[src/design/drive_cmd_pkg.sv]
// Constants, codes and carrier types of the drive command word decoder
//
// Contract
// - Word 0 bits 1:0 decode none/stop/run/jog; bits 5:4 none/forward/reverse/none.
// - Word 0 bits 7:6 pick one of four accel/decel sets, 00 first.
// - Word 0 bits 11:8 pick master speed (0) or step speed 1 to 15.
// - Accel set and step speed are taken only from word 0 writes with bit 12 one, and held otherwise.
// - Word 1 is the frequency setpoint in hundredths of a hertz.
// - Word 2 bit 0 raises external fault; bit 1 issues a fault reset.
// - Word 2 bit 2 holds the output interrupt (base block) while one.
package drive_cmd_pkg;

   // Word addresses
   localparam logic [1:0] ADDR_CONTROL = 2'h0;
   localparam logic [1:0] ADDR_FREQ = 2'h1;
   localparam logic [1:0] ADDR_FAULT = 2'h2;

   // Control word fields
   localparam int RUN_LSB = 0;
   localparam int DIR_LSB = 4;
   localparam int ACCEL_LSB = 6;
   localparam int STEP_LSB = 8;
   localparam int SEL_EN_BIT = 12;

   // Fault word fields
   localparam int EXT_FAULT_BIT = 0;
   localparam int FAULT_RST_BIT = 1;
   localparam int BASE_BLOCK_BIT = 2;

   // Reset values
   localparam logic [15:0] WORD_RESET = 16'h0000;
   localparam logic [1:0] ACCEL_RESET = 2'h0;
   localparam logic [3:0] STEP_RESET = 4'h0;

   typedef enum logic [1:0] {
      RUN_NONE = 2'b00,
      RUN_STOP = 2'b01,
      RUN_GO = 2'b10,
      RUN_JOG = 2'b11
   } run_code_type;

   typedef enum logic [1:0] {
      DIR_NONE = 2'b00,
      DIR_FWD = 2'b01,
      DIR_REV = 2'b10,
      DIR_NONE2 = 2'b11
   } dir_code_type;

   // Decoded drive commands
   typedef struct packed {
      logic run;
      logic jog;
      logic reverse;
      logic [1:0] accel_set;
      logic [3:0] step_speed;
      logic [15:0] freq_setpoint;
      logic ext_fault;
      logic base_block;
   } drive_cmd_type;

   // Word write request
   typedef struct packed {
      logic valid;
      logic [1:0] addr;
      logic [15:0] data;
   } word_write_type;

endpackage

[src/design/drive_command_word_decoder.sv]
// Decoder of the three command words written by the network controller
`timescale 1ns/1ps
`default_nettype none
module drive_command_word_decoder (
   input wire logic clk_sys_i,
   input wire logic nrst_i,
   input wire drive_cmd_pkg::word_write_type wr_i,
   input wire logic [1:0] rd_addr_i,
   output logic [15:0] rd_data_o,
   output drive_cmd_pkg::drive_cmd_type cmd_o,
   output logic stop_pulse_o,
   output logic fault_reset_o
);

   logic [15:0] control_word_q;
   logic [15:0] freq_word_q;
   logic [15:0] fault_word_q;
   logic run_q;
   logic jog_q;
   logic reverse_q;
   logic [1:0] accel_q;
   logic [3:0] step_q;
   logic stop_q;
   logic fault_reset_q;
   logic [15:0] rd_data_q;

   logic wr_ctrl;
   logic wr_fault;
   drive_cmd_pkg::run_code_type run_code;
   drive_cmd_pkg::dir_code_type dir_code;

   assign wr_ctrl = wr_i.valid && (wr_i.addr == drive_cmd_pkg::ADDR_CONTROL);
   assign wr_fault = wr_i.valid && (wr_i.addr == drive_cmd_pkg::ADDR_FAULT);
   assign run_code = drive_cmd_pkg::run_code_type'(wr_i.data[drive_cmd_pkg::RUN_LSB +: 2]);
   assign dir_code = drive_cmd_pkg::dir_code_type'(wr_i.data[drive_cmd_pkg::DIR_LSB +: 2]);

   // ----------------------------------------
   // Word storage
   // ----------------------------------------
   always_ff @(posedge clk_sys_i or negedge nrst_i) begin
      if (!nrst_i) begin
         control_word_q <= drive_cmd_pkg::WORD_RESET;
         freq_word_q <= drive_cmd_pkg::WORD_RESET;
         fault_word_q <= drive_cmd_pkg::WORD_RESET;
      end else if (wr_i.valid) begin
         unique case (wr_i.addr)
            drive_cmd_pkg::ADDR_CONTROL: control_word_q <= wr_i.data;
            drive_cmd_pkg::ADDR_FREQ: freq_word_q <= wr_i.data;
            drive_cmd_pkg::ADDR_FAULT: fault_word_q <= wr_i.data;
            default: ;
         endcase
      end
   end

   // ----------------------------------------
   // Run, stop and jog
   // ----------------------------------------
   always_ff @(posedge clk_sys_i or negedge nrst_i) begin
      if (!nrst_i) begin
         run_q <= 1'b0;
         jog_q <= 1'b0;
      end else if (wr_ctrl) begin
         unique case (run_code)
            drive_cmd_pkg::RUN_STOP: begin
               run_q <= 1'b0;
               jog_q <= 1'b0;
            end
            drive_cmd_pkg::RUN_GO: begin
               run_q <= 1'b1;
               jog_q <= 1'b0;
            end
            drive_cmd_pkg::RUN_JOG: begin
               run_q <= 1'b0;
               jog_q <= 1'b1;
            end
            drive_cmd_pkg::RUN_NONE: ;
         endcase
      end
   end

   always_ff @(posedge clk_sys_i or negedge nrst_i) begin
      if (!nrst_i) begin
         stop_q <= 1'b0;
      end else begin
         stop_q <= wr_ctrl && (run_code == drive_cmd_pkg::RUN_STOP);
      end
   end

   // ----------------------------------------
   // Direction
   // ----------------------------------------
   always_ff @(posedge clk_sys_i or negedge nrst_i) begin
      if (!nrst_i) begin
         reverse_q <= 1'b0;
      end else if (wr_ctrl) begin
         unique case (dir_code)
            drive_cmd_pkg::DIR_FWD: reverse_q <= 1'b0;
            drive_cmd_pkg::DIR_REV: reverse_q <= 1'b1;
            drive_cmd_pkg::DIR_NONE, drive_cmd_pkg::DIR_NONE2: ;
         endcase
      end
   end

   // ----------------------------------------
   // Gated accel set and speed source
   // ----------------------------------------
   always_ff @(posedge clk_sys_i or negedge nrst_i) begin
      if (!nrst_i) begin
         accel_q <= drive_cmd_pkg::ACCEL_RESET;
         step_q <= drive_cmd_pkg::STEP_RESET;
      end else if (wr_ctrl && wr_i.data[drive_cmd_pkg::SEL_EN_BIT]) begin
         accel_q <= wr_i.data[drive_cmd_pkg::ACCEL_LSB +: 2];
         step_q <= wr_i.data[drive_cmd_pkg::STEP_LSB +: 4];
      end
   end

   // ----------------------------------------
   // Fault word actions
   // ----------------------------------------
   always_ff @(posedge clk_sys_i or negedge nrst_i) begin
      if (!nrst_i) begin
         fault_reset_q <= 1'b0;
      end else begin
         fault_reset_q <= wr_fault && wr_i.data[drive_cmd_pkg::FAULT_RST_BIT];
      end
   end

   // ----------------------------------------
   // Readback
   // ----------------------------------------
   always_ff @(posedge clk_sys_i or negedge nrst_i) begin
      if (!nrst_i) begin
         rd_data_q <= drive_cmd_pkg::WORD_RESET;
      end else begin
         unique case (rd_addr_i)
            drive_cmd_pkg::ADDR_CONTROL: rd_data_q <= control_word_q;
            drive_cmd_pkg::ADDR_FREQ: rd_data_q <= freq_word_q;
            drive_cmd_pkg::ADDR_FAULT: rd_data_q <= fault_word_q;
            default: rd_data_q <= drive_cmd_pkg::WORD_RESET;
         endcase
      end
   end

   assign rd_data_o = rd_data_q;
   assign stop_pulse_o = stop_q;
   assign fault_reset_o = fault_reset_q;
   // One driver for the whole command carrier
   assign cmd_o = '{
      run: run_q,
      jog: jog_q,
      reverse: reverse_q,
      accel_set: accel_q,
      step_speed: step_q,
      freq_setpoint: freq_word_q,
      ext_fault: fault_word_q[drive_cmd_pkg::EXT_FAULT_BIT],
      base_block: fault_word_q[drive_cmd_pkg::BASE_BLOCK_BIT]
   };
endmodule
`default_nettype wire

[config.mk]
export PLATFORM = sky130hd
export DESIGN_NAME = drive_command_word_decoder
export DESIGN_NICKNAME = d
export VERILOG_FILES = /design/src/design/drive_cmd_pkg.sv /design/src/design/drive_command_word_decoder.sv
export SDC_FILE = /design/constraint.sdc
export NUM_CORES = 1
export LEC_CHECK = 0
export BUFFER_PORTS_ARGS = -buffer_cell sky130_fd_sc_hd__buf_2
export CORE_ASPECT_RATIO = 1.25
export CORE_MARGIN = 2
export CORE_UTILIZATION = 56
export CTS_BUF_LIST = sky130_fd_sc_hd__clkbuf_4
export DETAILED_ROUTE_END_ITERATION = 16
export GPL_TIMING_DRIVEN = 0
export PLACE_DENSITY_LB_ADDON = 0.3
export SYNTH_ARGS = -nofsm -noshare
export SYNTH_HDL_FRONTEND = slang
export SYNTH_SLANG_ARGS = --single-unit
[constraint.sdc]
create_clock -name clk_sys_i -period 0.9 [get_ports clk_sys_i]
set_input_delay 0.18 -clock clk_sys_i [delete_from_list [all_inputs] [get_ports clk_sys_i]]
set_output_delay 0.18 -clock clk_sys_i [all_outputs]
set_load 0.01 [all_outputs]
==> results.cfg <==
[status]
status = finished with violations
violations = setup timing

[synthesis]
yosysWarnings = 0
synth_cells = 243
synth_cell_types = 23
ys_seq_elements = 75
syn-num-nets = 267
async_flop_share = 1.00
seq_area_frac_synth = 0.622
yosys_most_used_dff = dfrtp_1
netlist_area_mm2 = 0.00302
syn_area_per_cell_um2 = 12.4
synth_edf_count = 0

[worst_setup_path]
crit_start = reverse_q
path_common_cell = buf_6
worstRegToRegCells = 2
cp-end-kind = primary output
cp_data_required_time_ns = 0.72
timing.reg2reg.setup_slack_ns = -0.01
timing.rr.start = fault_word_q[2]
cp.arrival_ns = 1.05
slowest_stage = dfrtp_1
cp_cell_sequence = buf_6 -> buf_6
r2r-end = fault_word_q[2]
crit_buf_inv = 2
worstPathMaxFanout = 2
path_depth = 2
critPathMaxStageDelay_ns = 0.40
crit_type = flop to primary output
worstSetupStartpointType = flop
critPathTopFamily = flip-flops
crit_end = cmd_o[24]

[routing]
drtIter0Drc = 127
postRouteWirelength_um = 6700
route.detailed.drc = 0
ant_nets = 0
drtPass1Iterations = 4
wl_per_cell_um = 16.0
dr_total_vias = 2178
viasPerCell = 5.21

[sta]
min_period_ns = 1.23
holdWs_ns = 0.00352
rsz0062_at_grt = true
layout_setup_ws_ns = -0.328
setup_viol = 48
slew_viol_final = 0
worst_pin_slew_ns = 0.580
tns_ns = -10.57
final_hold_viol_count = 0
period_share = 1.36
max_freq_mhz = 814
maxSlewHeadroom = 0.614
clock_skew_ns = 0.00876

[final_layout]
fin_nets = 375
syn_to_final_growth_pct = 34.1
diodes = 0
fill_cells = 333
final_area_mm2 = 0.00405
drive_above_1_share = 0.447

[power]
power.internal_uw = 6270
power_density_mw_per_mm2 = 2120
p_sw_frac = 0.271
power.switching_uw = 2330
clockPowerShare = 0.259
vdd_drop_max_uv = 2210
comb_power_share = 0.246
p_seq_frac = 0.495
p_leak_uw = 0.00211

[clock_tree]
htree_levels = 3
cts_sinks = 75
cts-root-buf = clkbuf_4
clkTransAtPathRegs_ns = 0.11
clk_latency_ns = 0.43
cts_tree = built
cts_buffers = 9
cts_buffer_depth = 2

[placed_design]
gp_congestion = 0.729
hpwlAfterDp_um = 3990
numPortBuffers = 66
place_ws_ns = -0.685
placed_cell_area_mm2 = 0.00352

[global_routing]
overflow = 0
grt_use_total = 0.236
grt_pass1_vias = 2178
grt_pass1_wl_um = 10800
grt_max_degree = 76
antenna_found_initial = 0

[die]
pin_count = 68
dieArea_mm2 = 0.00600
dieWidth_um = 69.7
core_area_mm2 = 0.00515
start_util = 0.586
rows = 29
die_height_um = 86.1

[run]
maxCapViolations = 0

[min_path]
hold_class = input port to flop
[layout make-up]
| type | instances | area [um2] | area share |
|---|---|---|---|
| Buffer | 11 | 100 | 0.0247 |
| Clock buffer | 9 | 67.6 | 0.0167 |
| Clock inverter | 7 | 82.6 | 0.0204 |
| Inverter | 2 | 7.51 | 0.00185 |
| Multi-Input combinational cell | 150 | 1100 | 0.271 |
| Sequential cell | 75 | 1880 | 0.464 |
| Tap cell | 62 | 77.6 | 0.0192 |
| Timing Repair Buffer | 102 | 738 | 0.182 |
[layout by cell type (no fill, tap or decap)]
cell and n:
buf_2 60, o21ai_0 8, mux2i_2 2, buf_16 1, mux2i_1 14, dlygate4sd3_1 10, and2_4 1, buf_4 13
nand3b_4 2, nand3_1 1, a21oi_1 2, or3b_4 1, dfrtp_1 75, bufinv_16 2, clkinv_1 2, inv_1 2
and3_1 1, mux2_2 22, o21ai_1 14, clkinv_2 3, clkbuf_1 1, nor2b_1 1, nand2_1 61, mux2_4 13
nor3b_4 1, clkbuf_4 9, buf_6 27, a21o_1 2, clkbuf_2 1, ha_1 1, nor2_2 1, nor2_1 2
[state kept, by name, summed over array words and instances, names as in the netlist]
signal          cells
jog_q               1
rd_data_o          16
accel_q             2
control_word_q     16
run_q               1
stop_pulse_o        1
fault_reset_o       1
reverse_q           1
fault_word_q       16
freq_word_q        16
step_q              4
[through the flow]
stage	instances	power [uW]	util
floorplan	243	5200	-
global placement	371	5810	0.678
finish	418	8600	0.786
CTS	413	8390	0.761
global route	418	9020	0.786
detailed placement	372	5910	0.684
[cell families after synthesis]
group,share of synthesized area
buffers and inverters,0.0344
flip-flops,0.622
AND/OR/NAND/NOR,0.104
AO/OA/AOI/OAI,0.0448
multiplexers,0.191
adder cells (fa/ha/maj),0.00414
[cells in the mapped netlist (2+ instances only)]
master,count,area [um2]
buf_2,8,40.0
o21ai_0,21,105
mux2_2,29,327
a21oi_1,2,10.0
clkbuf_1,2,7.51
nand3b_2,2,22.5
dfrtp_1,75,1880
nor2_1,3,11.3
mux2_4,6,90.1
mux2i_1,16,160
a21o_1,2,15.0
inv_1,2,7.51
nand2_1,61,229
buf_4,5,37.5
[worst min-delay path by stage]
stage	from	to	depth (start not counted)
3_5_place_dp	nrst_i	freq_word_q[4]	2
5_1_grt	wr_i[1]	jog_q	3
6_report	wr_i[10]	control_word_q[10]	3
2_1_floorplan	nrst_i	accel_q[0]	0
3_3_place_gp	wr_i[2]	control_word_q[2]	3
4_1_cts	wr_i[0]	run_q	2
[layer usage]
layer	wire length [um]	vias up	share of wire	track usage
met3	377	14	0.056	0.0717
met2	3390	62	0.51	0.405
met1	2830	1068	0.42	0.295
met4	106	0	0.016	0.0629
met5	0	-	0	0
li1	-	1034	-	-
[power by group through the flow]
stage | Combinational (uW) | Clock, uW | Sequential [uW]
after floorplan | 784 | 0 | 4420
after global placement | 1530 | 0 | 4290
after detailed placement | 1590 | 0 | 4320
after CTS | 1910 | 2260 | 4220
after global routing | 2310 | 2400 | 4320
final | 2110 | 2230 | 4250
[worst min-delay path: stages]
cell	delay (ns)
buf_2	0.11
nand2_1	0.05
nand2_1	0.06
[what timing repair did]
item	in CTS	in global routing
endpoints found under the setup margin	52	76
resized for setup	7	33
hold buffers	9	1
buffers inserted	20	11
pin swaps	0	1
hold endpoints to repair	83	1
Power figures use the tool's default switching activity.
